===== src/include/tsil_pkg.sv =====
// package of constants for the touch-state interrupt logic
package tsil_pkg;

  // ------------------------------------------------------------
  // register map (word-aligned byte addresses)
  // ------------------------------------------------------------
  localparam logic [7:0] ADDR_CONFIG = 8'h00;
  localparam logic [7:0] ADDR_MASK = 8'h04;
  localparam logic [7:0] ADDR_SENSE = 8'h08;
  localparam logic [7:0] ADDR_COMMAND = 8'h0C;
  localparam logic [7:0] ADDR_STATUS = 8'h10;

  // ------------------------------------------------------------
  // configuration fields
  // ------------------------------------------------------------
  localparam int CFG_MODE_LSB = 0;
  localparam int CFG_LATCH_BIT = 2;
  localparam int CFG_KEY_LSB = 3;
  localparam int CFG_MSK_BIT = 5;
  localparam int CFG_INTSEL_BIT = 6;
  localparam logic [6:0] CONFIG_RESET = 7'h00;
  localparam logic [7:0] MASK_RESET = 8'hFF;

  localparam logic [1:0] MODE_STANDALONE = 2'h0;
  localparam logic [1:0] MODE_PRIMARY = 2'h1;
  localparam logic [1:0] MODE_SECONDARY = 2'h2;
  localparam logic [1:0] KEY_N = 2'h0;
  localparam logic [1:0] KEY_ONE = 2'h1;
  localparam logic [1:0] KEY_TWO = 2'h2;

  // ------------------------------------------------------------
  // commands written to the command register
  // ------------------------------------------------------------
  localparam logic [7:0] CMD_SLEEP = 8'h01;
  localparam logic [7:0] CMD_WAKE = 8'h02;
  localparam logic [7:0] CMD_CLEAR_IRQ = 8'h03;

  // ------------------------------------------------------------
  // status fields
  // ------------------------------------------------------------
  localparam int STAT_SLEEP_BIT = 0;
  localparam int STAT_IRQ_BIT = 1;
  localparam int STAT_READY_LSB = 8;

  // fast start-up length in sample ticks
  localparam int FAST_START_TICKS = 16;

endpackage : tsil_pkg


===== src/hdl/tsil_core.sv =====
// touch-state and interrupt logic with a wishbone register slave
`timescale 1ns/1ps
module tsil_core #(
  parameter int CHANNELS = 8,
  parameter int FAST_TICKS = tsil_pkg::FAST_START_TICKS
) (
  input wire logic clk,
  input wire logic sys_rst,
  input wire logic wb_cyc_i,
  input wire logic wb_stb_i,
  input wire logic wb_we_i,
  input wire logic [7:0] wb_adr_i,
  input wire logic [31:0] wb_dat_i,
  input wire logic [3:0] wb_sel_i,
  output logic [31:0] wb_dat_o,
  output logic wb_ack_o,
  output logic wb_err_o,
  input wire logic [CHANNELS-1:0] channelDetectFlag,
  input wire logic sleepPin,
  input wire logic cascadeClkIn,
  input wire logic oscTick,
  output logic oscEnable,
  output logic cascadeClkOut,
  output logic regulatorEnable,
  output logic analogEnable,
  output logic [CHANNELS-1:0] sampleEnable,
  output logic [CHANNELS-1:0] fastStart,
  output logic sampleTick,
  output logic irqOutLow
);

  // ------------------------------------------------------------
  // pin synchronisers
  // ------------------------------------------------------------
  logic [CHANNELS-1:0] detMeta_q, det_q;
  logic [2:0] pinMeta_q, pin_q;

  always_ff @(posedge clk) begin
    detMeta_q <= channelDetectFlag;
    det_q <= detMeta_q;
    pinMeta_q <= {sleepPin, cascadeClkIn, oscTick};
    pin_q <= pinMeta_q;
  end

  logic sleepPinS, casClkS, oscS;
  assign sleepPinS = pin_q[2];
  assign casClkS = pin_q[1];
  assign oscS = pin_q[0];

  // ------------------------------------------------------------
  // bus decode
  // ------------------------------------------------------------
  logic [6:0] config_q;
  logic [CHANNELS-1:0] mask_q;
  logic [CHANNELS-1:0] sense_q;
  logic [CHANNELS-1:0] ready_q;
  logic sleepCmd_q, irq_q, ack_q, err_q;
  logic [31:0] rdata_q;

  logic req, hit, wrCfg, wrMask, wrCmd, rdSense;
  assign req = wb_cyc_i && wb_stb_i && !ack_q && !err_q;

  function automatic logic mapped(input logic [7:0] a);
    return a == tsil_pkg::ADDR_CONFIG || a == tsil_pkg::ADDR_MASK ||
           a == tsil_pkg::ADDR_SENSE || a == tsil_pkg::ADDR_COMMAND ||
           a == tsil_pkg::ADDR_STATUS;
  endfunction : mapped

  assign hit = req && mapped(wb_adr_i);
  assign wrCfg = hit && wb_we_i && wb_sel_i[0] &&
                 wb_adr_i == tsil_pkg::ADDR_CONFIG;
  assign wrMask = hit && wb_we_i && wb_sel_i[0] &&
                  wb_adr_i == tsil_pkg::ADDR_MASK;
  assign wrCmd = hit && wb_we_i && wb_sel_i[0] &&
                 wb_adr_i == tsil_pkg::ADDR_COMMAND;
  assign rdSense = hit && !wb_we_i && wb_adr_i == tsil_pkg::ADDR_SENSE;

  // ------------------------------------------------------------
  // configuration fields
  // ------------------------------------------------------------
  logic [1:0] mainModeSelect, keyMode;
  logic latching, maskedSamplingSelect, interruptEventSelect;
  assign mainModeSelect = config_q[tsil_pkg::CFG_MODE_LSB +: 2];
  assign latching = config_q[tsil_pkg::CFG_LATCH_BIT];
  assign keyMode = config_q[tsil_pkg::CFG_KEY_LSB +: 2];
  assign maskedSamplingSelect = config_q[tsil_pkg::CFG_MSK_BIT];
  assign interruptEventSelect = config_q[tsil_pkg::CFG_INTSEL_BIT];

  // direct switching and N-key come from reset value
  always_ff @(posedge clk) begin
    if (sys_rst) begin
      config_q <= tsil_pkg::CONFIG_RESET;
    end else if (wrCfg) begin
      config_q <= wb_dat_i[6:0];
    end
  end

  always_ff @(posedge clk) begin
    if (sys_rst) begin
      mask_q <= tsil_pkg::MASK_RESET[CHANNELS-1:0];
    end else if (wrMask) begin
      mask_q <= wb_dat_i[CHANNELS-1:0];
    end
  end

  // ------------------------------------------------------------
  // sleep control
  // ------------------------------------------------------------
  // command sets, wake clears; pin forces sleep while high
  always_ff @(posedge clk) begin
    if (sys_rst) begin
      sleepCmd_q <= 1'b0;
    end else if (wrCmd && wb_dat_i[7:0] == tsil_pkg::CMD_SLEEP) begin
      sleepCmd_q <= 1'b1;
    end else if (wrCmd && wb_dat_i[7:0] == tsil_pkg::CMD_WAKE) begin
      sleepCmd_q <= 1'b0;
    end
  end

  logic asleep;
  // pin falling wakes only when no command sleep is pending
  assign asleep = sleepCmd_q || sleepPinS;

  // power-down of analogue, oscillator and regulator
  assign oscEnable = !asleep && mainModeSelect != tsil_pkg::MODE_SECONDARY;
  assign regulatorEnable = !asleep;
  assign analogEnable = !asleep;

  // ------------------------------------------------------------
  // sample clock
  // ------------------------------------------------------------
  logic clkSrc, clkSrcPrev_q;
  // inverted cascade clock in secondary mode
  assign clkSrc = (mainModeSelect == tsil_pkg::MODE_SECONDARY) ?
                  !casClkS : oscS;

  always_ff @(posedge clk) begin
    if (sys_rst) begin
      clkSrcPrev_q <= 1'b0;
    end else begin
      clkSrcPrev_q <= clkSrc;
    end
  end

  logic tick;
  assign tick = !asleep && clkSrc && !clkSrcPrev_q;

  // cascade clock out only in primary mode
  always_ff @(posedge clk) begin
    if (sys_rst) begin
      cascadeClkOut <= 1'b0;
    end else begin
      cascadeClkOut <= !asleep && oscS &&
                       mainModeSelect == tsil_pkg::MODE_PRIMARY;
    end
  end

  always_ff @(posedge clk) begin
    if (sys_rst) begin
      sampleTick <= 1'b0;
    end else begin
      sampleTick <= tick;
    end
  end

  // ------------------------------------------------------------
  // per-channel sampling and fast start-up
  // ------------------------------------------------------------
  logic [CHANNELS-1:0] sampled;
  // sequencer skips disabled channels, else all
  assign sampled = maskedSamplingSelect ? mask_q : {CHANNELS{1'b1}};

  logic [CHANNELS-1:0] maskPrev_q;
  always_ff @(posedge clk) begin
    if (sys_rst) begin
      maskPrev_q <= '0;
    end else begin
      maskPrev_q <= sampled;
    end
  end

  localparam int FW = $clog2(FAST_TICKS + 1);
  logic [CHANNELS-1:0][FW-1:0] fastCnt_q;

  genvar g;
  generate
    for (g = 0; g < CHANNELS; g++) begin : gChan
      always_ff @(posedge clk) begin
        if (sys_rst) begin
          fastCnt_q[g] <= FW'(FAST_TICKS);
        end else if (asleep) begin
          fastCnt_q[g] <= FW'(FAST_TICKS);
        // unsampled channel waits full, never ready on enable
        end else if (!sampled[g]) begin
          fastCnt_q[g] <= FW'(FAST_TICKS);
        end else if (sampled[g] && !maskPrev_q[g]) begin
          fastCnt_q[g] <= FW'(FAST_TICKS);
        end else if (tick && sampled[g] && fastCnt_q[g] != '0) begin
          fastCnt_q[g] <= fastCnt_q[g] - FW'(1);
        end
      end
      assign ready_q[g] = fastCnt_q[g] == '0;
      assign fastStart[g] = !ready_q[g] && sampled[g] && !asleep;
      assign sampleEnable[g] = sampled[g] && !asleep;
    end
  endgenerate

  // ------------------------------------------------------------
  // sensor-state word
  // ------------------------------------------------------------
  logic [CHANNELS-1:0] active;
  // disabled or not yet operational channels are ignored
  assign active = det_q & mask_q & ready_q;

  logic [CHANNELS-1:0] accepted_q;
  logic [CHANNELS-1:0] allowed, newSet, senseD;
  logic [3:0] accCnt;
  always_comb begin
    accCnt = '0;
    for (int i = 0; i < CHANNELS; i++) begin
      accCnt = accCnt + {3'b0, accepted_q[i]};
    end
  end

  // filter: which channels may newly set their bit this cycle
  always_comb begin
    logic [3:0] room;
    room = 4'h0;
    allowed = '0;
    case (keyMode)
      tsil_pkg::KEY_ONE: room = 4'h1 - ((accCnt > 4'h1) ? 4'h1 : accCnt);
      tsil_pkg::KEY_TWO: room = 4'h2 - ((accCnt > 4'h2) ? 4'h2 : accCnt);
      default: room = 4'h8;
    endcase
    for (int i = 0; i < CHANNELS; i++) begin
      if (accepted_q[i] || (active[i] && !sense_q[i] && room != 4'h0)) begin
        allowed[i] = 1'b1;
        if (!accepted_q[i] && keyMode != tsil_pkg::KEY_N) begin
          room = room - 4'h1;
        end
      end
    end
    if (keyMode == tsil_pkg::KEY_N) begin
      allowed = {CHANNELS{1'b1}};
    end
  end

  // blocked channels never reach the state word
  assign newSet = active & allowed & ~sense_q;

  always_comb begin
    if (!latching) begin
      senseD = (sense_q & active) | newSet;
    end else if (rdSense) begin
      // read drops released bits; sets still land
      senseD = (sense_q & active) | newSet;
    end else begin
      senseD = sense_q | newSet;
    end
  end

  // state word of detect flags; kept in sleep only when latching, cleared otherwise
  always_ff @(posedge clk) begin
    if (sys_rst) begin
      sense_q <= '0;
    end else begin
      sense_q <= senseD;
    end
  end

  // acceptance ends once the bit leaves the word
  always_ff @(posedge clk) begin
    if (sys_rst) begin
      accepted_q <= '0;
    end else if (keyMode == tsil_pkg::KEY_N) begin
      accepted_q <= '0;
    end else begin
      accepted_q <= senseD;
    end
  end

  // ------------------------------------------------------------
  // interrupt
  // ------------------------------------------------------------
  logic [CHANNELS-1:0] setBits, clrBits;
  logic [3:0] senseCnt;
  logic irqEvent;
  assign setBits = senseD & ~sense_q;
  assign clrBits = sense_q & ~senseD;

  always_comb begin
    senseCnt = '0;
    for (int i = 0; i < CHANNELS; i++) begin
      senseCnt = senseCnt + {3'b0, senseD[i]};
    end
  end

  always_comb begin
    irqEvent = interruptEventSelect ? (setBits != '0) :
               ((setBits | clrBits) != '0);
    // 2-key waits for two bits set
    if (keyMode == tsil_pkg::KEY_TWO && senseCnt < 4'h2) begin
      irqEvent = 1'b0;
    end
    // in 1-key any accepted set raises it, via setBits
  end

  logic irqClr;
  assign irqClr = rdSense ||
                  (wrCmd && wb_dat_i[7:0] == tsil_pkg::CMD_CLEAR_IRQ);

  // read or command clears; a same-cycle event wins
  always_ff @(posedge clk) begin
    if (sys_rst) begin
      irq_q <= 1'b0;
    end else if (irqEvent) begin
      irq_q <= 1'b1;
    end else if (irqClr) begin
      irq_q <= 1'b0;
    end
  end

  assign irqOutLow = !irq_q;

  // ------------------------------------------------------------
  // bus answer
  // ------------------------------------------------------------
  always_ff @(posedge clk) begin
    if (sys_rst) begin
      ack_q <= 1'b0;
      err_q <= 1'b0;
      rdata_q <= '0;
    end else begin
      ack_q <= hit;
      err_q <= req && !hit;
      rdata_q <= '0;
      if (hit && !wb_we_i) begin
        case (wb_adr_i)
          tsil_pkg::ADDR_CONFIG: rdata_q <= {25'h0, config_q};
          tsil_pkg::ADDR_MASK: rdata_q <= 32'(mask_q);
          tsil_pkg::ADDR_SENSE: rdata_q <= 32'(sense_q);
          tsil_pkg::ADDR_STATUS: begin
            rdata_q[tsil_pkg::STAT_SLEEP_BIT] <= asleep;
            rdata_q[tsil_pkg::STAT_IRQ_BIT] <= irq_q;
            rdata_q[tsil_pkg::STAT_READY_LSB +: CHANNELS] <= ready_q;
          end
          default: rdata_q <= '0;
        endcase
      end
    end
  end

  assign wb_ack_o = ack_q;
  assign wb_err_o = err_q;
  assign wb_dat_o = rdata_q;

endmodule : tsil_core


===== config.mk =====
export PLATFORM = sky130hd
export DESIGN_NAME = tsil_core
export DESIGN_NICKNAME = d
export VERILOG_FILES = /design/src/include/tsil_pkg.sv /design/src/hdl/tsil_core.sv
export SDC_FILE = /design/constraint.sdc
export NUM_CORES = 1
export LEC_CHECK = 0
export ABC_CLOCK_PERIOD_IN_PS = 15600
export BUFFER_PORTS_ARGS = -buffer_cell sky130_fd_sc_hd__clkbuf_2
export CAP_MARGIN = 10
export CORE_MARGIN = 4
export CORE_UTILIZATION = 40
export CTS_CLUSTER_DIAMETER = 80
export DETAILED_ROUTE_END_ITERATION = 10
export PLACE_DENSITY = 0.6
export SYNTH_ARGS = -nofsm -noshare
export SYNTH_HDL_FRONTEND = slang
export SYNTH_SLANG_ARGS = --single-unit

===== constraint.sdc =====
create_clock -name clk -period 15.6 [get_ports clk]
set_input_delay 1.56 -clock clk [delete_from_list [all_inputs] [get_ports clk]]
set_output_delay 1.56 -clock clk [all_outputs]
set_load 0.05 [all_outputs]

After elaboration in Yosys (flattened, before gate mapping):

Cells that the tools add are included.

* bits in registers: 140
* bits of input ports: 60
* output and inout port bits: 56
* word-level logic and storage cells: 320

* add/subtract/negate cells: 31
* order comparisons: 3
* eq/ne operators: 12
* muxes and demuxes: 38
* bitwise logic cells: 22
* reduce and logical (&&, ||, !) cells: 187

Operators with widths (number)
* $logic_and A1 B1 Y1: 92
* $mux W4: 16
* $and A8 B8 Y8: 7
* $logic_not A5 Y1: 8
* $reduce_bool A5 Y1: 8
* $sub A5 B1 Y5 const B: 8
* $logic_not A1 Y1: 39
* $add A4 B1 Y4: 8
* $mux W8: 4
* $reduce_bool A4 Y1: 8
* $reduce_or A4 Y1: 8
* $sub A4 B1 Y4 const B: 7
* $or A8 B8 Y8: 3
* $pmux W6 S3: 1
* $eq A8 B2 Y1 const B: 2
* $eq A8 B4 Y1 const B: 2
* $not A8 Y8: 2
* $reduce_bool A8 Y1: 2
* $mux W1: 15
* $logic_or A1 B1 Y1: 14
* $not A1 Y1: 10
* $add A3 B1 Y4: 2
* $eq A8 B1 Y1 const B: 1
* $eq A8 B3 Y1 const B: 1
* 18 further kinds: 25

Logic depth before layout (Yosys ltp):

Gate-level depths: netlist (run 1).

* depth after elaboration: 60
* mapped depth: 61
* gate-level depth less buffers: 58

Worst setup path after synthesis (run 1):

Ideal clock, no wire load.

* path kind: register to register
* start: register accepted_q[0]
* end: register irq_q
* library setup time: 0.128 ns
* arrival time: 12.186 ns
* required time: 15.472 ns
* slack: 3.286 ns
* cell stages (with the launch flop): 60
* buffers on the path: 3
* period minus slack after synthesis: 12.314 ns
* path through: dfxtp_1 > inv_1 > fa_1 > fa_1 > fa_1 > inv_1 > ha_1 > inv_1 > fa_1 > and3b_1 > a31o_2 > and2_1 > ha_1 > and3b_1 > inv_1 > ha_1 > nand2_2 > a211oi_4 > [24 not listed] > a311oi_1 > a211oi_2 > mux2_2 > ha_1 > inv_1 > a31oi_4 > a22o_1 > fa_1 > fa_1 > nor2_1 > inv_1 > fa_1 > inv_1 > nand3_1 > o21ai_0 > nand3_1 > a32oi_1 > nor2_1

* cells in the longest elaborated chain, start to end: 56
* elaborated cells on any way between the ends: 95
* those cells by class: add/sub (23); order compare (3); mux (31); bitwise (8); reduce/logical (30)

Ends and longest elaborated chain
* from (decl): RTL line tsil_core.sv:215 `logic [CHANNELS-1:0] accepted_q;`
* from (signal assigned): RTL line tsil_core.sv:278 `accepted_q <= senseD;`
* branches (longest 43 deep; another with $add A3 B1 Y4)
* $mux W8 (*): RTL line tsil_core.sv:243 `if (keyMode == tsil_pkg::KEY_N) begin`
* $and A8 B8 Y8 (*) (2 in a row): RTL line tsil_core.sv:249 `assign newSet = active & allowed & ~sense_q;`
* $or A8 B8 Y8 (on tied branches): RTL line tsil_core.sv:258, tsil_core.sv:253, tsil_core.sv:256
* $mux W8: RTL line tsil_core.sv:254 `end else if (rdSense) begin`
* $mux W8 (*): RTL line tsil_core.sv:252 `if (!latching) begin`
* branches (longest 5 deep; another with $add A4 B1 Y4)
* $mux W1 (*): RTL line tsil_core.sv:302 `if (keyMode == tsil_pkg::KEY_TWO && senseCnt < 4'h2) begin`
* $mux W1 or $reduce_bool A2 Y1 (tied branches)
* to (signal assigned): RTL line tsil_core.sv:315 `irq_q <= 1'b0;`
* to (signal assigned): RTL line tsil_core.sv:317 `irq_q <= 1'b1;`
* to (signal assigned): RTL line tsil_core.sv:319 `irq_q <= 1'b0;`
* to (decl): RTL line tsil_core.sv:57 `logic sleepCmd_q, irq_q, ack_q, err_q;`

Mark *: on every way between the ends.
A chain may end at the register's enable or synchronous reset.

Worst setup path after layout (run 1):

Ends and elaborated chain as after synthesis.

==> impl_metrics.env, run 1 <==
export IMPL_start_kind="register"
export IMPL_drive_gt1_share_pct=15.8
export IMPL_cts_resized=0
export IMPL_cp_required_ns=15.89
export IMPL_synth_area_per_cell_um2=8.43
export IMPL_cts_num_sinks=124
export IMPL_r2r_start="accepted_q[0]"
export IMPL_cp_max_fo=14
export IMPL_busiest_layer="met2"
export IMPL_drcViolationCount=0
export IMPL_ant_nets=0
export IMPL_worst_pin_slew_ns=0.988
export IMPL_holdPathStages=0
export IMPL_grtUsageMet1_pct=23.3
export IMPL_die_h_um=142
export IMPL_slowest_stage="fa_1"
export IMPL_finalMaxSlewViolations=0
export IMPL_synth_edf_count=0
export IMPL_path_common_cell="inv_1"
export IMPL_met2_usage_pct=30.2
export IMPL_hp_class="register to register"
export IMPL_insertion_delay_ns=0.42
export IMPL_setup_viol=0
export IMPL_drv_cap=0
export IMPL_synth_adder_area_share_pct=7.85
export IMPL_critPathKind="register to register"
export IMPL_diodes=0
export IMPL_async_reset_ff_share_pct=0
export IMPL_cts_tree="built"
export IMPL_hold_start="detMeta_q[1]"
export IMPL_numPortBuffers=72
export IMPL_ff2ff_path_depth=57
export IMPL_synth_top_area_share_pct=34.8
export IMPL_die_area_mm2=0.0201
export IMPL_slew_headroom_pct=34.0
export IMPL_reg2reg_slack_ns=1.87
export IMPL_first_pass_iters=5
export IMPL_wirelength_mm=17.4
export IMPL_yosys_area_share_simple_pct=26.2
export IMPL_synth_xor_area_share_pct=4.42
export IMPL_syn_to_final_growth_pct=15.9
export IMPL_die_width_um=142
export IMPL_grt_ovfl_total=0
export IMPL_pwr_density_cell_mw_per_mm2=95.6
export IMPL_rows=48
export IMPL_ys_ff_latch=124
export IMPL_synth_top_family_by_area="simple AND/OR/NAND/NOR gates"
export IMPL_post_place_cells=1126
export IMPL_post_cts_setup_buffer_count=0
export IMPL_total_power_mw=0.791
export IMPL_layoutNonFillerInstCount=1157
export IMPL_synth_area_top_cells="dfxtp_1 (35%), nor2_1 (6.3%), ha_1 (5.6%)"
export IMPL_seq_area_frac_synth_pct=34.8
export IMPL_place_hpwl_mm=13.6
export IMPL_end_kind="register"
export IMPL_ir_drop_uv=77.7
export IMPL_period_share_pct=88.0
export IMPL_fin_crit_ns=13.73
export IMPL_synth_top_flop_cell="dfxtp_1"
export IMPL_rsz0062_at_grt="false"
export IMPL_cts_buffers=17
export IMPL_arrival_ns=14.02
export IMPL_cts_root_buffer="clkbuf_16"
export IMPL_clk_path_buf_depth=2
export IMPL_fin_setup_tns_ns=0
export IMPL_status="completed"
export IMPL_rr_endpoint="irq_q"
export IMPL_p_leak_nw=3.49
export IMPL_gr_usage_all_layers_pct=17.9
export IMPL_finalHoldViolCount=0
export IMPL_grt_pass1_vias=5840
export IMPL_synth_compound_area_share_pct=15.3
export IMPL_drt_initial_drc_count=354
export IMPL_coreArea_mm2=0.0174
export IMPL_grt_max_degree=40
export IMPL_antenna_found_initial=0
export IMPL_slowest_delay_ns=0.57
export IMPL_synthMuxAreaShare_pct=4.07
export IMPL_yosysTopAreaCell="dfxtp_1"
export IMPL_cts_reportedPaths_clkPinSlew_ns=0.05
export IMPL_nNetsFinal=1020
export IMPL_initial_core_util_pct=41.0
export IMPL_wl_per_cell_um=15.0
export IMPL_grt_pass1_wl_mm=29.2
export IMPL_fmax_mhz=72.8
export IMPL_postCtsHoldBufs=0
export IMPL_via_per_inst=5.26
export IMPL_skew_ns=0.00476
export IMPL_vias=6082
export IMPL_ys_warnings_count=0
export IMPL_io_pins=116
export IMPL_h_tree_depth=4
export IMPL_grt_util_met3_pct=3.67
export IMPL_min_to="det_q[1]"
export IMPL_postSynthCellCount=847
export IMPL_synth_cell_type_count=83
export IMPL_syn_area_mm2=0.00714
export IMPL_routabilityCongestion=0.854
how the worst max path moves through the flow:
stage                        from     to  slack, ns
floorplan           accepted_q[0]  irq_q       3.29
global placement    accepted_q[0]  irq_q       2.01
detailed placement  accepted_q[0]  irq_q       1.91
CTS                 accepted_q[0]  irq_q       1.84
global route        accepted_q[0]  irq_q       0.80
finish              accepted_q[0]  irq_q       1.87
cells in the mapped netlist (all sizes together), types with 3 or more instances:
| library cell | number |
|---|---|
| or4 | 7 |
| o211ai | 5 |
| xor2 | 7 |
| nand2b | 18 |
| xnor2 | 29 |
| buf | 24 |
| mux2i | 18 |
| inv | 78 |
| nand4 | 17 |
| nand2 | 50 |
| o22ai | 5 |
| a22o | 3 |
| and3 | 23 |
| clkbuf | 16 |
| a2111oi | 6 |
| nor4 | 21 |
| o31ai | 12 |
| o21ai | 14 |
| ha | 32 |
| nor4b | 5 |
| or3 | 3 |
| nor2b | 12 |
| nor2 | 121 |
| and2 | 11 |
| nor3 | 26 |
| nand3 | 39 |
| mux2 | 8 |
| a211oi | 8 |
| a21o | 7 |
| or2 | 3 |
| a31oi | 8 |
| fa | 8 |
| a211o | 12 |
| dfxtp | 124 |
| a21oi | 31 |
cell type report:
cell class	count	area, µm²
fill	1689	9140
timing repair buffer	78	405
sequential	124	2480
multi-input combinational	621	4200
tap	225	282
clock inverter	12	161
clock buffer	19	453
inverter	78	293
cell usage in the layout, fill, tap and decap left out, types with 25 or more instances in the layout:
master / count
nand2_1: 49
nand3_1: 39
xnor2_1: 29
clkbuf_2: 72
inv_1: 78
dfxtp_1: 124
nor3_1: 25
nor2_1: 120
ha_1: 32
a21oi_1: 31
layer usage:
layer | share of wire [%] | vias up
li1 | - | 3104
met1 | 46 | 2841
met4 | 1.2 | 0
met5 | 0 | -
met3 | 3.3 | 18
met2 | 49 | 119
cell families after synthesis:
kind of cell,count (synthesis)
flops,124
simple gates,364
compound gates,137
other cells,2
fa+ha+maj,40
mux,26
xor+xnor,36
buf+inv,118
state kept, by name, indices dropped and copies added, names as in the netlist:
name           count
fastCnt_q         40
wb_dat_o          16
accepted_q         8
detMeta_q          8
det_q              8
maskPrev_q         8
mask_q             8
sense_q            8
config_q           7
pinMeta_q          3
pin_q              3
cascadeClkOut      1
clkSrcPrev_q       1
irq_q              1
sampleTick         1
sleepCmd_q         1
wb_ack_o           1
wb_err_o           1
critical path, delay by kind of cell, from the launching register on:
family                     cells  cell delay (ns)
adders and majority gates     15             5.39
AOI/OAI and AO/OA             17             4.32
and+or+nand+nor               11             1.65
xor gates and xnor gates       4             1.01
buffers and inverters         10             0.87
DFF                            1             0.37
power by group:
part	switching, mW	total, mW	leakage [nW]	internal (mW)
clock	0.146	0.406	0.292	0.260
combinational	0.0426	0.0586	2.19	0.0160
sequential	0.00314	0.327	1.01	0.323
total	0.191	0.791	3.49	0.600
metrics by stage:
| stage | utilization [%] | hold slack (ns) | setup WS [ns] | area [µm²] |
|---|---|---|---|---|
| after floorplan | - | 0.310 | 3.29 | 7200 |
| after global placement | 44.0 | 0.310 | 2.01 | 7660 |
| after detailed placement | 44.0 | 0.312 | 1.91 | 7660 |
| after CTS | 47.5 | 0.324 | 1.84 | 8270 |
| after global routing | 47.5 | 0.328 | 0.802 | 8270 |
| final | 47.5 | 0.324 | 1.87 | 8270 |
No activity file was read; power rests on OpenSTA's default activity.
==> inputs of run 2 (changes only) <==
--- a/config.mk
+++ b/config.mk
@@ -13,6 +13,7 @@
 export CTS_CLUSTER_DIAMETER = 80
 export DETAILED_ROUTE_END_ITERATION = 10
 export PLACE_DENSITY = 0.6
+export RECOVER_POWER = 50
 export SYNTH_ARGS = -nofsm -noshare
 export SYNTH_HDL_FRONTEND = slang
 export SYNTH_SLANG_ARGS = --single-unit
==> run 2 against run 1 <==
- critical path depth did not move
- clock-buffer cell count did not move
- global-route usage did not move
- register-to-register slack got worse by 0.09 ns
- via count barely moved
- the run now ends with capacitance limit, slew limit left
- flip-flop and latch count did not move
- highest routed layer unchanged
==> impl_metrics.env, run 2 (synthesis results as in run 1) <==
export IMPL_wirelength_mm=17.4
export IMPL_syn_to_final_growth_pct=15.4
export IMPL_rsz0062_at_grt="false"
export IMPL_cts_num_sinks=124
export IMPL_first_pass_iters=5
export IMPL_ff2ff_path_depth=57
export IMPL_grt_pass1_vias=5840
export IMPL_rows=48
export IMPL_fmax_mhz=72.4
export IMPL_drt_initial_drc_count=323
export IMPL_coreArea_mm2=0.0174
export IMPL_grt_pass1_wl_mm=29.2
export IMPL_setup_viol=0
export IMPL_largest_reg_flops=40
export IMPL_comb_power_share_pct=7.4
export IMPL_holdPathStages=0
export IMPL_cts_tree="built"
export IMPL_die_h_um=142
export IMPL_drive_gt1_share_pct=13.3
export IMPL_regMostFlops="fastCnt_q"
export IMPL_r2r_start="accepted_q[0]"
export IMPL_layout_common_cells="dfxtp_1 (124), nor2_1 (120), inv_1 (78)"
export IMPL_cts_buffers=17
export IMPL_power_switching_mw=0.191
export IMPL_fin_crit_ns=13.82
export IMPL_cts_root_buffer="clkbuf_16"
export IMPL_wl_per_cell_um=15.0
export IMPL_grt_ovfl_total=0
export IMPL_drt_met1_wl_mm=8.10
export IMPL_via_per_inst=5.25
export IMPL_diodes=0
export IMPL_intPower_mw=0.599
export IMPL_seq_area_mm2=0.00248
export IMPL_die_width_um=142
export IMPL_total_power_mw=0.790
export IMPL_power_share_clock_pct=51.3
export IMPL_multi_input_area_mm2=0.00420
export IMPL_postCtsHoldBufs=0
export IMPL_antenna_found_initial=0
export IMPL_hold_start="detMeta_q[1]"
export IMPL_hp_class="register to register"
export IMPL_die_area_mm2=0.0201
export IMPL_fin_setup_tns_ns=0
export IMPL_worst_pin_slew_ns=1.88
export IMPL_cts_resized=0
export IMPL_clk_path_buf_depth=2
export IMPL_gr_usage_all_layers_pct=17.9
export IMPL_finalHoldViolCount=0
export IMPL_place_hpwl_mm=13.6
export IMPL_path_common_cell="inv_1"
export IMPL_critPathKind="register to register"
export IMPL_arrival_ns=14.05
export IMPL_layout_commonest_cell="dfxtp_1"
export IMPL_initial_core_util_pct=41.0
export IMPL_cp_max_fo=14
export IMPL_ant_nets=0
export IMPL_post_place_cells=1126
export IMPL_holdWs_ns=0.324
export IMPL_io_pins=116
export IMPL_ir_drop_uv=77.8
export IMPL_nNetsFinal=1020
export IMPL_slowest_delay_ns=0.57
export IMPL_wl_met2_mm=8.50
export IMPL_wl_met3_um=568
export IMPL_violations="capacitance limit, slew limit"
export IMPL_cts_reportedPaths_clkPinSlew_ns=0.05
export IMPL_skew_ns=0.00767
export IMPL_slew_headroom_pct=-25.0
export IMPL_routed_top_layer="met4"
export IMPL_pwr_density_cell_mw_per_mm2=95.9
export IMPL_cp_required_ns=15.83
export IMPL_post_cts_setup_buffer_count=0
export IMPL_routabilityCongestion=0.854
export IMPL_min_to="det_q[1]"
export IMPL_seqPwrFrac_pct=41.3
export IMPL_period_share_pct=88.6
export IMPL_num_fill_cells=1703
export IMPL_swShare_pct=24.1
export IMPL_finalMaxSlewViolations=40
export IMPL_h_tree_depth=4
export IMPL_layoutNonFillerInstCount=1157
export IMPL_status="complete, but fails checks"
export IMPL_grt_max_degree=40
export IMPL_reg2reg_slack_ns=1.78
export IMPL_fin_ws_ns=1.78
export IMPL_numPortBuffers=72
export IMPL_slowest_stage="fa_1"
export IMPL_start_kind="register"
export IMPL_vias=6076
export IMPL_insertion_delay_ns=0.42
export IMPL_end_kind="register"
export IMPL_drcViolationCount=0
export IMPL_place_ws_ns=1.91
export IMPL_drv_cap=1
export IMPL_rr_endpoint="irq_q"
export IMPL_p_leak_nw=3.41
run 2: worst max-delay path: cells and delay by family, from the launching register on:
kind,cells,cell delay [ns]
simple gates,11,1.65
compound gates,17,4.35
flops,1,0.37
xor+xnor,4,1.02
buf+inv,10,0.87
fa+ha+maj,15,5.40
run 2: how the worst max path moves through the flow:
stage	slack (ns)	endpoint	from	depth (start not counted)
detailed placement	1.91	irq_q	accepted_q[0]	57
global placement	2.01	irq_q	accepted_q[0]	57
finish	1.78	irq_q	accepted_q[0]	57
CTS	1.84	irq_q	accepted_q[0]	57
floorplan	3.29	irq_q	accepted_q[0]	59
global route	0.74	irq_q	accepted_q[0]	58
run 2: power by group through the flow:
stage	sequential, mW	combinational, mW	clock (mW)
4_1_cts	0.327	0.0590	0.413
3_3_place_gp	0.333	0.0586	0
2_1_floorplan	0.333	0.0470	0
6_report	0.327	0.0584	0.405
3_5_place_dp	0.333	0.0587	0
5_1_grt	0.327	0.0637	0.427
run 2: stage by stage:
stage	instance area, µm²	utilization, %
after floorplan	7200	-
after global placement	7660	44.0
after detailed placement	7660	44.0
after CTS	8270	47.5
after global routing	8240	47.3
final	8240	47.3
run 2: metal layers:
metal,up-vias,global-route usage (%)
met5,-,0
met3,18,3.67
li1,3105,-
met1,2834,23.3
met4,0,5.05
met2,119,30.2
run 2: area by class of cell:
type / instances / share of cell area (%)
clock buffer: 19 / 5.49
clock inverter: 12 / 1.96
inverter: 78 / 3.55
multi-input combinational: 621 / 50.9
sequential: 124 / 30.1
tap: 225 / 3.42
timing repair buffer: 78 / 4.54
==> inputs of run 3 (changes only) <==
--- a/config.mk
+++ b/config.mk
@@ -5,6 +5,7 @@
 export SDC_FILE = /design/constraint.sdc
 export NUM_CORES = 1
 export LEC_CHECK = 0
+export ABC_AREA = 1
 export ABC_CLOCK_PERIOD_IN_PS = 15600
 export BUFFER_PORTS_ARGS = -buffer_cell sky130_fd_sc_hd__clkbuf_2
 export CAP_MARGIN = 10
==> run 3 against run 2 <==
- the run now ends clean
- setup slack better by 2.3 ns
- design area fell by 7.3%
- combinational power barely moved
- cell count grew 4.3%
- maximum frequency is 20% higher
- critical path type unchanged
- largest power group unchanged
==> impl_metrics.env, run 3 <==
export IMPL_ff2ff_path_depth=59
export IMPL_syn_area_mm2=0.00654
export IMPL_seq_area_mm2=0.00248
export IMPL_p_leak_nw=3.51
export IMPL_ir_drop_uv=74.9
export IMPL_postSynthCellCount=895
export IMPL_wirelength_mm=15.1
export IMPL_seq_area_frac_synth_pct=38.0
export IMPL_numPortBuffers=72
export IMPL_die_area_mm2=0.0185
export IMPL_h_tree_depth=4
export IMPL_slew_headroom_pct=9.91
export IMPL_num_fill_cells=1635
export IMPL_end_kind="register"
export IMPL_die_h_um=136
export IMPL_synth_area_per_cell_um2=7.31
export IMPL_ys_ff_latch=124
export IMPL_clk_path_buf_depth=2
export IMPL_drt_met1_wl_mm=7.24
export IMPL_diodes=0
export IMPL_yosysTopAreaCell="dfxtp_1"
export IMPL_drcViolationCount=0
export IMPL_synth_top_area_share_pct=38.0
export IMPL_postCtsHoldBufs=0
export IMPL_layout_common_cells="inv_1 (160), nand2_1 (140), nor2_1 (129)"
export IMPL_io_pins=116
export IMPL_ys_warnings_count=0
export IMPL_period_share_pct=73.8
export IMPL_total_power_mw=0.782
export IMPL_rr_endpoint="irq_q"
export IMPL_async_reset_ff_share_pct=0
export IMPL_finalMaxSlewViolations=0
export IMPL_grt_max_degree=26
export IMPL_yosysMostFrequentCell="inv_1"
export IMPL_pwr_density_cell_mw_per_mm2=102
export IMPL_synth_top_flop_cell="dfxtp_1"
export IMPL_slowest_delay_ns=0.51
export IMPL_largest_reg_flops=40
export IMPL_setup_viol=0
export IMPL_arrival_ns=11.75
export IMPL_slowest_stage="fa_1"
export IMPL_cts_buffers=17
export IMPL_cp_startpoint="accepted_q[3]"
export IMPL_post_cts_setup_buffer_count=0
export IMPL_synth_cell_type_count=48
export IMPL_synth_edf_count=0
export IMPL_reg2reg_slack_ns=4.09
export IMPL_drv_cap=0
export IMPL_cts_root_buffer="clkbuf_16"
export IMPL_routed_top_layer="met4"
export IMPL_grt_pass1_vias=5439
export IMPL_fmax_mhz=86.9
export IMPL_cts_num_sinks=124
export IMPL_finalHoldViolCount=0
export IMPL_regMostFlops="fastCnt_q"
export IMPL_crit_family="adder cells"
export IMPL_fin_setup_tns_ns=0
export IMPL_antenna_found_initial=0
export IMPL_holdPathStages=0
export IMPL_grt_pass1_wl_mm=25.6
export IMPL_vias=5621
export IMPL_place_hpwl_mm=12.0
export IMPL_initial_core_util_pct=41.0
export IMPL_path_buf_inv=8
export IMPL_hp_class="register to register"
export IMPL_cts_tree="built"
export IMPL_critPathKind="register to register"
export IMPL_status="completed"
export IMPL_wl_per_cell_um=12.5
export IMPL_gr_usage_all_layers_pct=17.5
export IMPL_rsz0062_at_grt="false"
export IMPL_die_width_um=136
export IMPL_rows=46
export IMPL_first_pass_iters=4
export IMPL_utilization_pct=47.9
export IMPL_grt_ovfl_total=0
export IMPL_start_kind="register"
export IMPL_insertion_delay_ns=0.41
export IMPL_r2r_start="accepted_q[3]"
export IMPL_drive_gt1_share_pct=14.2
export IMPL_fin_crit_ns=11.51
export IMPL_layoutNonFillerInstCount=1207
export IMPL_hold_start="pinMeta_q[2]"
export IMPL_drt_initial_drc_count=300
export IMPL_wl_met3_um=666
export IMPL_syn_to_final_growth_pct=16.8
export IMPL_synth_area_top_cells="dfxtp_1 (38%), inv_1 (9.2%), nand2_1 (8.0%)"
export IMPL_nNetsFinal=1078
export IMPL_post_place_cells=1175
export IMPL_via_per_inst=4.66
export IMPL_cp_max_fo=5
export IMPL_path_common_cell="ha_1"
export IMPL_coreArea_mm2=0.0159
export IMPL_ant_nets=0
export IMPL_routabilityCongestion=0.838
export IMPL_cts_resized=0
export IMPL_min_to="pin_q[2]"
export IMPL_skew_ns=0.00719
export IMPL_cp_required_ns=15.83
export IMPL_layout_commonest_cell="inv_1"
export IMPL_multi_input_area_mm2=0.00331
export IMPL_wl_met2_mm=7.03
export IMPL_cts_reportedPaths_clkPinSlew_ns=0.06
export IMPL_worst_pin_slew_ns=1.35
export IMPL_yosys_top_cells_count="inv_1 (160), nand2_1 (140), nor2_1 (129), dfxtp_1 (124), nand3_1 (51)"
## run 3: cell count changes after synthesis, moves of 16 or more
| cell | previous run | this run |
|---|---|---|
| and3_1 | 23 | 1 |
| inv_1 | 78 | 160 |
| mux2i_1 | 16 | 0 |
| nand2_1 | 49 | 140 |
| nand2_2 | 1 | 23 |
| nand2b_1 | 18 | 0 |
| nor4_1 | 21 | 3 |
| o21ai_0 | 11 | 28 |
| xnor2_1 | 29 | 0 |
## run 3: kinds of logic after synthesis
logic type / count (synthesis) / synth area share (%)
DFF: 124 / 38.0
and+or+nand+nor: 422 / 29.9
adders and majority gates: 40 / 8.57
xor gates and xnor gates: 11 / 1.47
other: 2 / 0.115
AOI/OAI and AO/OA: 103 / 9.68
buffers and inverters: 193 / 12.3
## run 3: power by group
part / internal [mW] / switching (mW)
logic: 0.0140 / 0.0442
registers: 0.324 / 0.00255
clock network: 0.251 / 0.146
## run 3: worst reg2reg max path: cells and delay by family, from the launching register on
kind | cells | cell delay (ns)
adders and majority gates | 15 | 4.93
and+or+nand+nor | 26 | 3.23
AOI/OAI and AO/OA | 8 | 1.78
buffers and inverters | 8 | 0.68
xor gates and xnor gates | 2 | 0.43
DFF | 1 | 0.31
## run 3: worst max-delay path by stage
stage	to	slack (ns)	cells after the start
floorplan	irq_q	5.52	59
global placement	irq_q	4.18	59
detailed placement	irq_q	4.06	59
CTS	irq_q	4.03	59
global route	irq_q	2.99	59
finish	irq_q	4.09	59
## run 3: layout make-up
type,count,share of cell area [%]
clock inverter,14,2.23
clock buffer,18,5.62
timing repair buffer,73,4.46
sequential,124,32.5
tap,216,3.54
inverter,168,8.26
multi-input combinational,594,43.4
## run 3: layer usage
layer  vias to the layer above  GRT usage [%]
li1                       2992              -
met1                      2525           22.8
met2                        94           29.0
met3                        10           4.07
met4                         0           4.82
met5                         -              0
## run 3: metrics by stage
stage	worst slack (ns)	hold slack [ns]	cell area (µm²)
2_1_floorplan	5.52	0.310	6600
3_3_place_gp	4.18	0.312	7070
3_5_place_dp	4.06	0.312	7070
4_1_cts	4.03	0.325	7660
5_1_grt	2.99	0.331	7640
6_report	4.09	0.324	7640
